### config.mk
export PLATFORM = sky130hd
export DESIGN_NAME = lmdec_core
export DESIGN_NICKNAME = d
export VERILOG_FILES = /design/src/shared/lmdec_pkg.sv /design/src/logic/lmdec_core.sv
export VERILOG_INCLUDE_DIRS = /design/src /design/src/shared
export SDC_FILE = /design/constraint.sdc
export NUM_CORES = 1
export LEC_CHECK = 0
export ABC_CLOCK_PERIOD_IN_PS = 2400
export BUFFER_PORTS_ARGS = -buffer_cell sky130_fd_sc_hd__buf_2
export CORE_MARGIN = 4
export CORE_UTILIZATION = 52
export DETAILED_ROUTE_END_ITERATION = 12
export GPL_ROUTABILITY_DRIVEN = 0
export PLACE_DENSITY = 0.86
export RECOVER_POWER = 25
export SLEW_MARGIN = 20
export SYNTH_ARGS = -nofsm -noshare
export SYNTH_HDL_FRONTEND = slang
export SYNTH_SLANG_ARGS = --single-unit
### constraint.sdc
create_clock -name clk -period 2.4 [get_ports clk]
set_clock_uncertainty 0.2 [all_clocks]
set_input_delay 0.24 -clock clk [delete_from_list [all_inputs] [get_ports clk]]
set_output_delay 0.24 -clock clk [all_outputs]
set_load 0.02 [all_outputs]
### src/shared/lmdec_cfg.svh
// Purpose: Constants for the load and move instruction decoder
// Assumes: Included by bare name; definitions only
// Notes:   Opcodes, reg-field codes, clock counts and flag positions
`ifndef LMDEC_CFG_SVH
`define LMDEC_CFG_SVH

// ----------------------------------------------------------------------
// Opcode bytes
// ----------------------------------------------------------------------
`define LMDEC_OP_EA 8'h8d
`define LMDEC_OP_EXT_PTR 8'hc4
`define LMDEC_OP_FOURTH_PTR 8'hb4
`define LMDEC_OP_FIFTH_PTR 8'hb5
`define LMDEC_OP_STACK_PTR 8'hb2
`define LMDEC_OP_GRP_TBL 8'h01
`define LMDEC_OP_GRP_SEL 8'h00
`define LMDEC_OP_SEG_BOUND 8'h03
`define LMDEC_OP_FRAME_EXIT 8'hc9
`define LMDEC_OP_CNT_BR 8'he2
`define LMDEC_OP_CNT_BR_NZ 8'he0
`define LMDEC_OP_CNT_BR_Z 8'he1
`define LMDEC_OP_TO_SEG 8'h8e
`define LMDEC_OP_FROM_SEG 8'h8c
`define LMDEC_HI_IMM_REG 4'hb
`define LMDEC_HI_ACC 4'ha
`define LMDEC_LO_ACC_LOAD 3'h0
`define LMDEC_LO_ACC_STORE 3'h1

// ----------------------------------------------------------------------
// Reg-field sub-codes
// ----------------------------------------------------------------------
`define LMDEC_RF_GDT 3'h2
`define LMDEC_RF_IDT 3'h3
`define LMDEC_RF_MSW 3'h6
`define LMDEC_RF_LDT 3'h2
`define LMDEC_RF_TASK 3'h3
`define LMDEC_SEG_MAX 3'h5

// ----------------------------------------------------------------------
// Clock counts with all accesses hitting the level-one cache
// ----------------------------------------------------------------------
`define LMDEC_CYC_ONE 4'h1
`define LMDEC_CYC_PTR_REAL 4'h4
`define LMDEC_CYC_PTR_PROT 4'h9
`define LMDEC_CYC_SS_PROT 4'ha
`define LMDEC_CYC_DTBL 4'ha
`define LMDEC_CYC_LDT 4'h8
`define LMDEC_CYC_TASK 4'h9
`define LMDEC_CYC_MSW 4'hb
`define LMDEC_CYC_BOUND 4'h9
`define LMDEC_CYC_FRAME 4'h4
`define LMDEC_CYC_BRANCH 4'h2
`define LMDEC_CYC_SEG_PROT 4'h6

// ----------------------------------------------------------------------
// Flag write mask: OF DF IF TF SF ZF AF PF CF at bits 8..0
// ----------------------------------------------------------------------
`define LMDEC_FLAGS_NONE 9'h000
`define LMDEC_FLAG_ZERO 9'h008

`endif

### src/shared/lmdec_pkg.sv
// Purpose: Types for the load and move instruction decoder
// Assumes: Used by scope, never imported
// Notes:   Class list covers only this decoder's instruction group
package lmdec_pkg;

    typedef enum logic [4:0] {
        LMDEC_NONE,
        LMDEC_EA_COMPUTE,
        LMDEC_EXT_PTR_PAIR,
        LMDEC_FOURTH_SEG_PTR,
        LMDEC_FIFTH_SEG_PTR,
        LMDEC_STACK_PTR_PAIR,
        LMDEC_GDT_LOAD,
        LMDEC_IDT_LOAD,
        LMDEC_LDT_LOAD,
        LMDEC_TASK_SEL_LOAD,
        LMDEC_MSW_LOAD,
        LMDEC_SEG_BOUND_LOAD,
        LMDEC_FRAME_EXIT,
        LMDEC_CNT_BRANCH,
        LMDEC_CNT_BRANCH_NZ,
        LMDEC_CNT_BRANCH_Z,
        LMDEC_TO_SEG_REG,
        LMDEC_FROM_SEG_REG,
        LMDEC_IMM_TO_REG,
        LMDEC_ACC_LOAD,
        LMDEC_ACC_STORE
    } lmdec_class_type;

    typedef struct packed {
        lmdec_class_type cls;
        logic [3:0] cycles;
        logic [8:0] flag_wr;
        logic illegal;
        logic wide;
        logic [2:0] reg_sel;
    } lmdec_dec_type;

endpackage : lmdec_pkg

### src/logic/lmdec_core.sv
// Purpose: Decode and sequence the load and move instruction group
// Assumes: Opcode bytes arrive synchronous to clk, one instruction
//          per accepted request; mem_hit says fetch and operands hit
// Notes:   Notes on behaviour below; counts are cache-hit figures
//
// Notes on behaviour
// - 8D with mod-reg-r/m computes an address, flags kept, 1 clock
// - C4 loads far pointer into register and extra segment, 4/9
// - 0F B4 loads far pointer with fourth data segment, 4/9 clocks
// - 0F B5 loads far pointer with fifth data segment, 4/9 clocks
// - 0F B2 loads far pointer with stack segment, 4/10 clocks
// - 0F 01 reg 010 loads global descriptor table, 10 clocks
// - 0F 01 reg 011 loads interrupt descriptor table, 10 clocks
// - 0F 00 reg 010 loads local table selector, 8 protected only
// - 0F 00 reg 011 loads task selector, 9 clocks protected only
// - 0F 01 reg 110 loads machine status word, 11 clocks
// - 0F 03 loads segment bound, only zero flag changes, 9 clocks
// - C9 tears down stack frame, flags kept, 4 clocks
// - E2, E0, E1 counted branches with 8-bit offset, 2 clocks
// - 8E moves operand to segment register, 1 real, 6 protected
// - 8C copies segment register out, 1 clock, flags kept
// - B with width bit and register takes immediate, 1 clock
// - A 000w loads, A 001w stores accumulator directly, 1 clock
`timescale 1ns/10ps
`include "lmdec_cfg.svh"

module lmdec_core #(
    parameter int CNT_W = 4
) (
    input wire logic clk,
    input wire logic rst_b,
    input wire logic in_valid,
    output logic in_ready,
    input wire logic in_two_byte,
    input wire logic [7:0] in_opcode,
    input wire logic [7:0] in_modrm,
    input wire logic in_prot_mode,
    input wire logic mem_hit,
    output lmdec_pkg::lmdec_class_type dec_class,
    output logic [CNT_W-1:0] dec_cycles,
    output logic [8:0] dec_flag_wr,
    output logic dec_illegal,
    output logic dec_wide,
    output logic [2:0] dec_reg,
    output logic busy,
    output logic done
);

    // ------------------------------------------------------------------
    // Decode
    // ------------------------------------------------------------------
    function automatic lmdec_pkg::lmdec_dec_type decode(
        input logic two_byte,
        input logic [7:0] op,
        input logic [7:0] modrm,
        input logic prot
    );
        lmdec_pkg::lmdec_dec_type d;
        logic [3:0] ptr_cyc;
        d.cls = lmdec_pkg::LMDEC_NONE;
        d.cycles = `LMDEC_CYC_ONE;
        d.flag_wr = `LMDEC_FLAGS_NONE;
        d.illegal = 1'b0;
        d.wide = op[0];
        d.reg_sel = modrm[5:3];
        ptr_cyc = prot ? `LMDEC_CYC_PTR_PROT : `LMDEC_CYC_PTR_REAL;
        if (two_byte) begin
            case (op)
                `LMDEC_OP_FOURTH_PTR: begin
                    d.cls = lmdec_pkg::LMDEC_FOURTH_SEG_PTR;
                    d.cycles = ptr_cyc;
                end
                `LMDEC_OP_FIFTH_PTR: begin
                    d.cls = lmdec_pkg::LMDEC_FIFTH_SEG_PTR;
                    d.cycles = ptr_cyc;
                end
                `LMDEC_OP_STACK_PTR: begin
                    d.cls = lmdec_pkg::LMDEC_STACK_PTR_PAIR;
                    d.cycles = prot ? `LMDEC_CYC_SS_PROT
                                    : `LMDEC_CYC_PTR_REAL;
                end
                `LMDEC_OP_GRP_TBL: begin
                    case (modrm[5:3])
                        `LMDEC_RF_GDT: begin
                            d.cls = lmdec_pkg::LMDEC_GDT_LOAD;
                            d.cycles = `LMDEC_CYC_DTBL;
                        end
                        `LMDEC_RF_IDT: begin
                            d.cls = lmdec_pkg::LMDEC_IDT_LOAD;
                            d.cycles = `LMDEC_CYC_DTBL;
                        end
                        `LMDEC_RF_MSW: begin
                            d.cls = lmdec_pkg::LMDEC_MSW_LOAD;
                            d.cycles = `LMDEC_CYC_MSW;
                        end
                        default: begin
                        end
                    endcase
                end
                `LMDEC_OP_GRP_SEL: begin
                    // No real-mode form: refused as illegal there
                    case (modrm[5:3])
                        `LMDEC_RF_LDT: begin
                            d.cls = lmdec_pkg::LMDEC_LDT_LOAD;
                            d.cycles = `LMDEC_CYC_LDT;
                            d.illegal = !prot;
                        end
                        `LMDEC_RF_TASK: begin
                            d.cls = lmdec_pkg::LMDEC_TASK_SEL_LOAD;
                            d.cycles = `LMDEC_CYC_TASK;
                            d.illegal = !prot;
                        end
                        default: begin
                        end
                    endcase
                end
                `LMDEC_OP_SEG_BOUND: begin
                    d.cls = lmdec_pkg::LMDEC_SEG_BOUND_LOAD;
                    d.cycles = `LMDEC_CYC_BOUND;
                    d.flag_wr = `LMDEC_FLAG_ZERO;
                    d.illegal = !prot;
                end
                default: begin
                end
            endcase
        end else begin
            case (op)
                `LMDEC_OP_EA: begin
                    d.cls = lmdec_pkg::LMDEC_EA_COMPUTE;
                end
                `LMDEC_OP_EXT_PTR: begin
                    d.cls = lmdec_pkg::LMDEC_EXT_PTR_PAIR;
                    d.cycles = ptr_cyc;
                end
                `LMDEC_OP_FRAME_EXIT: begin
                    d.cls = lmdec_pkg::LMDEC_FRAME_EXIT;
                    d.cycles = `LMDEC_CYC_FRAME;
                end
                `LMDEC_OP_CNT_BR: begin
                    d.cls = lmdec_pkg::LMDEC_CNT_BRANCH;
                    d.cycles = `LMDEC_CYC_BRANCH;
                end
                `LMDEC_OP_CNT_BR_NZ: begin
                    d.cls = lmdec_pkg::LMDEC_CNT_BRANCH_NZ;
                    d.cycles = `LMDEC_CYC_BRANCH;
                end
                `LMDEC_OP_CNT_BR_Z: begin
                    d.cls = lmdec_pkg::LMDEC_CNT_BRANCH_Z;
                    d.cycles = `LMDEC_CYC_BRANCH;
                end
                `LMDEC_OP_TO_SEG: begin
                    d.cls = lmdec_pkg::LMDEC_TO_SEG_REG;
                    d.cycles = prot ? `LMDEC_CYC_SEG_PROT
                                    : `LMDEC_CYC_ONE;
                    d.illegal = modrm[5:3] > `LMDEC_SEG_MAX;
                end
                `LMDEC_OP_FROM_SEG: begin
                    d.cls = lmdec_pkg::LMDEC_FROM_SEG_REG;
                    d.illegal = modrm[5:3] > `LMDEC_SEG_MAX;
                end
                default: begin
                    if (op[7:4] == `LMDEC_HI_IMM_REG) begin
                        d.cls = lmdec_pkg::LMDEC_IMM_TO_REG;
                        d.wide = op[3];
                        d.reg_sel = op[2:0];
                    end else if (op[7:4] == `LMDEC_HI_ACC
                                 && op[3:1] == `LMDEC_LO_ACC_LOAD) begin
                        d.cls = lmdec_pkg::LMDEC_ACC_LOAD;
                    end else if (op[7:4] == `LMDEC_HI_ACC
                                 && op[3:1] == `LMDEC_LO_ACC_STORE) begin
                        d.cls = lmdec_pkg::LMDEC_ACC_STORE;
                    end
                end
            endcase
        end
        if (d.cls == lmdec_pkg::LMDEC_NONE) begin
            d.illegal = 1'b1;
        end
        return d;
    endfunction : decode

    // ------------------------------------------------------------------
    // Handshake and sequencing
    // ------------------------------------------------------------------
    lmdec_pkg::lmdec_dec_type dec_next;
    logic accept;
    logic busy_reg;
    logic [CNT_W-1:0] cnt_reg;

    assign dec_next = decode(in_two_byte, in_opcode, in_modrm,
                             in_prot_mode);
    // A miss holds whichever count cycle it falls in until the access hits
    assign done = busy_reg && cnt_reg == CNT_W'(1) && mem_hit;
    assign in_ready = !busy_reg || done;
    assign accept = in_valid && in_ready;
    assign busy = busy_reg;

    always_ff @(posedge clk or negedge rst_b) begin
        if (!rst_b) begin
            busy_reg <= 1'b0;
        end else if (accept) begin
            busy_reg <= 1'b1;
        end else if (done) begin
            busy_reg <= 1'b0;
        end
    end

    always_ff @(posedge clk or negedge rst_b) begin
        if (!rst_b) begin
            cnt_reg <= '0;
        end else if (accept) begin
            cnt_reg <= CNT_W'(dec_next.cycles);
        end else if (busy_reg && mem_hit && cnt_reg != CNT_W'(1)) begin
            cnt_reg <= cnt_reg - CNT_W'(1);
        end
    end

    // Decoded fields are held for the whole instruction
    always_ff @(posedge clk or negedge rst_b) begin
        if (!rst_b) begin
            dec_class <= lmdec_pkg::LMDEC_NONE;
            dec_cycles <= '0;
            dec_flag_wr <= `LMDEC_FLAGS_NONE;
            dec_illegal <= 1'b0;
            dec_wide <= 1'b0;
            dec_reg <= 3'h0;
        end else if (accept) begin
            dec_class <= dec_next.cls;
            dec_cycles <= CNT_W'(dec_next.cycles);
            dec_flag_wr <= dec_next.flag_wr;
            dec_illegal <= dec_next.illegal;
            dec_wide <= dec_next.wide;
            dec_reg <= dec_next.reg_sel;
        end
    end

    logic acc1;
    assign acc1 = accept && !in_two_byte;
endmodule : lmdec_core

[Word level (Yosys, flattened, before mapping)]
Index checks and enable logic that the tools add are counted.
Storage, ports and cells
  memory bits (read-only): 0
  memories: 0
  bits in latches: 0
  bits in writable memories: 0
  input port bits: 22
  register bits after elaboration: 28
  word-level logic and storage cells: 76
  output and inout bits: 26
Cells by class
  equal/unequal tests: 21
  muxes and demuxes: 26
  divide/modulo/power cells: 0
  $add $sub $neg: 1
  bitwise logic cells: 0
  reduce and logical (&&, ||, !) cells: 19
  magnitude comparators: 1
  shifts and indexed selects: 0
  $mul: 0
Operator list (number)
  equality test 8 bit, second input constant: 11
  case mux 9 bit (6 select lines): 1
  case mux 5 bit (8 select lines): 1
  2-to-1 mux 4 bit: 8
  case mux 8 bit (3 select lines): 1
  2-to-1 mux 9 bit: 2
  case mux 4 bit (4 select lines): 1
  case mux 8 bit (2 select lines): 1
  2-to-1 mux 5 bit: 3
  equality test 4 bit, second input constant: 2
  equality test 8 x 1 -> 1 bit, second input constant: 1
  equality test 8 x 2 -> 1 bit, second input constant: 1
  logical NOT 8 bit: 1
  OR reduction 8 bit: 1
  logical AND 1 bit: 7
  equality test 3 x 2 -> 1 bit, second input constant: 2
  2-to-1 mux 1 bit: 6
  logical NOT 5 bit: 1
  equality test 4 x 1 -> 1 bit, second input constant: 1
  inequality test 4 x 1 -> 1 bit, second input constant: 1
  nonzero test 2 bit: 2
  OR reduction 2 bit: 2
  subtractor 4 x 1 -> 4 bit, second input constant: 1
  equality test 3 x 1 -> 1 bit, second input constant: 1
  8 further kinds: 9

[Longest topological paths before layout]
  depth after elaboration: 9
  mapped depth: 9
  gate-level depth less buffers: 8

[Least setup slack after synthesis]
OpenSTA, ideal clock, no wires.
  path kind: reg2reg
  start point: reg cnt_reg[1]
  end point: reg dec_illegal
  library setup time: 66 ps
  stages on the path, launching flop included: 10
  arrival time: 2222 ps
  slack: -89 ps
  period minus slack after synthesis: 2489 ps
  path buffers: 1
  required time: 2134 ps
  cell sequence: dfrtp_1 -> inv_1 -> ha_1 -> nand2_1 -> o31ai_1 -> and2_1 -> clkbuf_1 -> nor2_1 -> o31ai_1 -> a41o_1
On the way
  cells in the longest elaborated chain, start to end: 5
RTL lines
  start, declared: RTL line lmdec_core.sv:188  | logic [CNT_W-1:0] cnt_reg;
  start signal, assigned: RTL line lmdec_core.sv:212  | cnt_reg <= CNT_W'(dec_next.cycles);
  start signal, assigned: RTL line lmdec_core.sv:214  | cnt_reg <= cnt_reg - CNT_W'(1);
  equality test 4 x 1 -> 1 bit: RTL line lmdec_core.sv:193  | assign done = busy_reg && cnt_reg == CNT_W'(1) && mem_hit;
  logical AND 1 bit (2 in series): RTL line lmdec_core.sv:193
  logical OR 1 bit: RTL line lmdec_core.sv:194  | assign in_ready = !busy_reg || done;
  named net in_ready: RTL line lmdec_core.sv:33  | output logic in_ready,
  logical AND 1 bit: RTL line lmdec_core.sv:195  | assign accept = in_valid && in_ready;
  end signal, assigned: RTL line lmdec_core.sv:231  | dec_illegal <= dec_next.illegal;
  end, declared: RTL line lmdec_core.sv:42  | output logic dec_illegal,
The timed path passes the listed nets, and every way through them passes these cells.
A chain may end at the register's enable or synchronous reset.

[Worst setup path after layout]
  start point: reg cnt_reg[1]
  end point: reg cnt_reg[1]
On the way
  cells in the longest elaborated chain, start to end: 6
  elaborated cells between the ends (all ways): 11
  those cells by class: add/sub: 1; eq/ne: 2; mux: 2; reduce/logical: 6
RTL lines
  branches (longest 6 deep; another with subtractor 4 x 1 -> 4 bit)
Several ways; the timed one is not identified. The select of a mux whose other input is x is not followed.

==> summary.txt <==
Detailed routing
  • Antenna-violating nets left: 0
  • Average wire per standard cell: 13.5 microns
  • Vias: 1,675
  • Drt via density: 5.78
  • DRT iter0 DRCs: 110
  • Drt drc: 0
  • Drt first pass iters: 4
  • DRT Wirelength: 3900 microns

Timing
  • Worst Max-Slew Pin Slew: 1.05 ns
  • Final critical-path required period: 2.03 ns
  • Fmax: 493 MHz
  • Final hold viol count: 0
  • RSZ-0062 raised after global routing: no
  • Final max-slew violation count: 0
  • Setup TNS: 0 ns
  • Final period util: 84.5%
  • Final setup viols: 0
  • Max transition margin: 30.2%

Critical path
  • Critical path class: reg2reg
  • WP data arrival: 2.03 ns
  • R2R Setup Slk: 0.37 ns
  • CP Depth: 8
  • CP Cell Sequence: inv_1 -> ha_1 -> nand2_1 -> o31ai_2 -> nand2_1 -> a21oi_1 -> nand2_1 -> a32o_1
  • CP top delay family: compound AO/OA/AOI/OAI gates
  • Crit path max fanout: 4
  • CP endpoint kind: register
  • CP max-delay cell: dfrtp_1
  • Cell mode on critical path: nand2_1
  • CP bufs+invs: 1
  • Reg2reg path depth: 8
  • Worst setup SP type: register
  • Worst Path Required: 2.40 ns
  • Worst path max stage delay: 0.42 ns

Yosys
  • Flops & latches, synth: 20
  • Yosys synthesis warning count: 0
  • EDFF count, synth: 0
  • Mean post-synth cell area: 7.70 sq um
  • Post-Syn Area: 1630 sq um
  • Predominant post-synthesis flop cell: dfrtp_1
  • Cells after Synth: 211
  • Synth cell types: 49
  • Sequential element share of the synthesized area: 30.8%
  • FFs w/ async S/R, synth: 100%

Die
  • DIE HEIGHT: 63.9 microns
  • Chip width: 63.9 microns
  • Initial core utilization: 53.7%
  • Io pins: 48
  • Core area: 3030 sq um
  • Die area: 4080 sq um
  • Num rows: 20

Worst hold path
  • Hold crit path type: in2reg
  • Hold Path Stages: 4

Final layout
  • Max reg flops: 5
  • # diodes: 0
  • Layout Nets: 272
  • Commonest non-fill, non-tap cell in the layout: buf_2
  • # fillers: 293
  • Share of layout cells above drive strength 1: 21.5%
  • Area grow syn2layout: 15.4%
  • Design Area, Final: 1880 sq um
  • Non-filler cells, final: 290
  • Most frequent cells in the layout: buf_2 (33), nand2_1 (27), nor2_1 (23)

Placement
  • Port Buf Inserts: 34
  • Placed standard-cell area: 1830 sq um
  • Placed Cells: 285
  • Post-DP HPWL: 3030 microns

Global routing
  • Grt ovf: 0
  • Gr usage total: 19.5%
  • M3 GR Usage: 2.64%
  • Met2 GRT Util: 28.6%
  • Vias in the first global route: 1,444
  • First-pass GRT wire length: 6570 microns
  • Largest net degree at the start of global routing: 24
  • Initial antenna violation count: 0
  • GR Util met1: 28.3%
  • GR peak layer: met2

Power and ir drop
  • Power density cells: 720 nW/um^2
  • Pleak: 0.000817 uW
  • VDD IR-drop max: 247 uV

CTS
  • Root buffer cell: clkbuf_4
  • CTS tree: built
  • CTS Buf Count: 3
  • CTS Buffer Depth: 2
  • Clock Latency Late Sink: 0.30 ns
  • CTS H-tree depth: 1
  • Clk slew on worst S/H paths: 0.11 ns
  • CTS sink cnt: 20

Job
  • MaxCap Viol Count: 0

Status
  • Run status: complete, no violations
[cells by family after synthesis]
| logic type | synth area share, % |
|---|---|
| DFF | 30.8 |
| AOI/OAI and AO/OA | 25.3 |
| adders and majority gates | 1.54 |
| muxes | 1.85 |
| buffers and inverters | 8.01 |
| xor gates and xnor gates | 1.62 |
| and+or+nand+nor | 30.6 |
| other | 0.231 |
[layout make-up]
type | instances | area [sq um] | area share (%)
clock buffers | 3 | 22.5 | 1.20
inverters | 4 | 15.0 | 0.801
multi-input cells | 174 | 1030 | 54.7
flip-flops and latches | 20 | 500 | 26.7
well taps | 44 | 55.1 | 2.94
repair buffers | 45 | 256 | 13.7
[worst min-delay path, stage by stage]
cell and delay (ns):
buf_2 0.12, nand2_1 0.07, o31ai_2 0.07, nand2b_1 0.06
[repair_timing]
action,CTS,global route
setup buffers,0,0
hold buffers,2,0
endpoints found under the hold margin,21,0
gates resized for setup,0,0
[report_power, final]
group | switching [uW] | leakage, uW | internal [uW]
clock network | 96.6 | 0.0000138 | 58.4
registers | 83.2 | 0.000243 | 469
logic | 396 | 0.000560 | 247
total | 576 | 0.000817 | 774
[cells in the mapped netlist (6+ instances only)]
cell type,number,area [sq um]
dfrtp_1,20,500
nor3_1,6,30.0
nand2_1,27,101
nor2b_1,8,50.1
nor2_1,23,86.3
buf_4,8,60.1
nand3_1,6,30.0
o31ai_1,6,45.0
clkbuf_1,9,33.8
o21ai_0,17,85.1
nand4_1,7,43.8
a21oi_1,12,60.1
[per-layer routing]
layer / up-vias / part of all wire (%) / wire, microns
li1: 824 / - / -
met1: 745 / 45 / 1750
met2: 95 / 44 / 1700
met3: 11 / 8.7 / 339
met4: 0 / 2.9 / 113
met5: - / 0 / 0
[per-stage QoR]
| step | power (uW) | hold slack [ns] | utilization (%) | setup WS, ns |
|---|---|---|---|---|
| 6_report | 1350 | 0.0926 | 61.9 | 0.371 |
| 5_1_grt | 1460 | 0.114 | 61.9 | 0.251 |
| 4_1_cts | 1360 | 0.0931 | 62.0 | 0.387 |
| 3_5_place_dp | 1200 | 0.00522 | 60.6 | 0.134 |
| 3_3_place_gp | 1180 | 0.00121 | 60.6 | 0.149 |
| 2_1_floorplan | 1000 | -0.256 | - | 0.151 |
[worst paths after layout]
path / endpoint / from
worst max-delay path: cnt_reg[1] / cnt_reg[1]
worst min-delay path: busy / mem_hit
worst max register to register: cnt_reg[1] / cnt_reg[1]
worst min register to register: dec_class[1] / dec_class[1]
max in group asynchronous: dec_class[4] / rst_b
min in group asynchronous: dec_class[3] / rst_b
(Power assumes the default switching activity.)
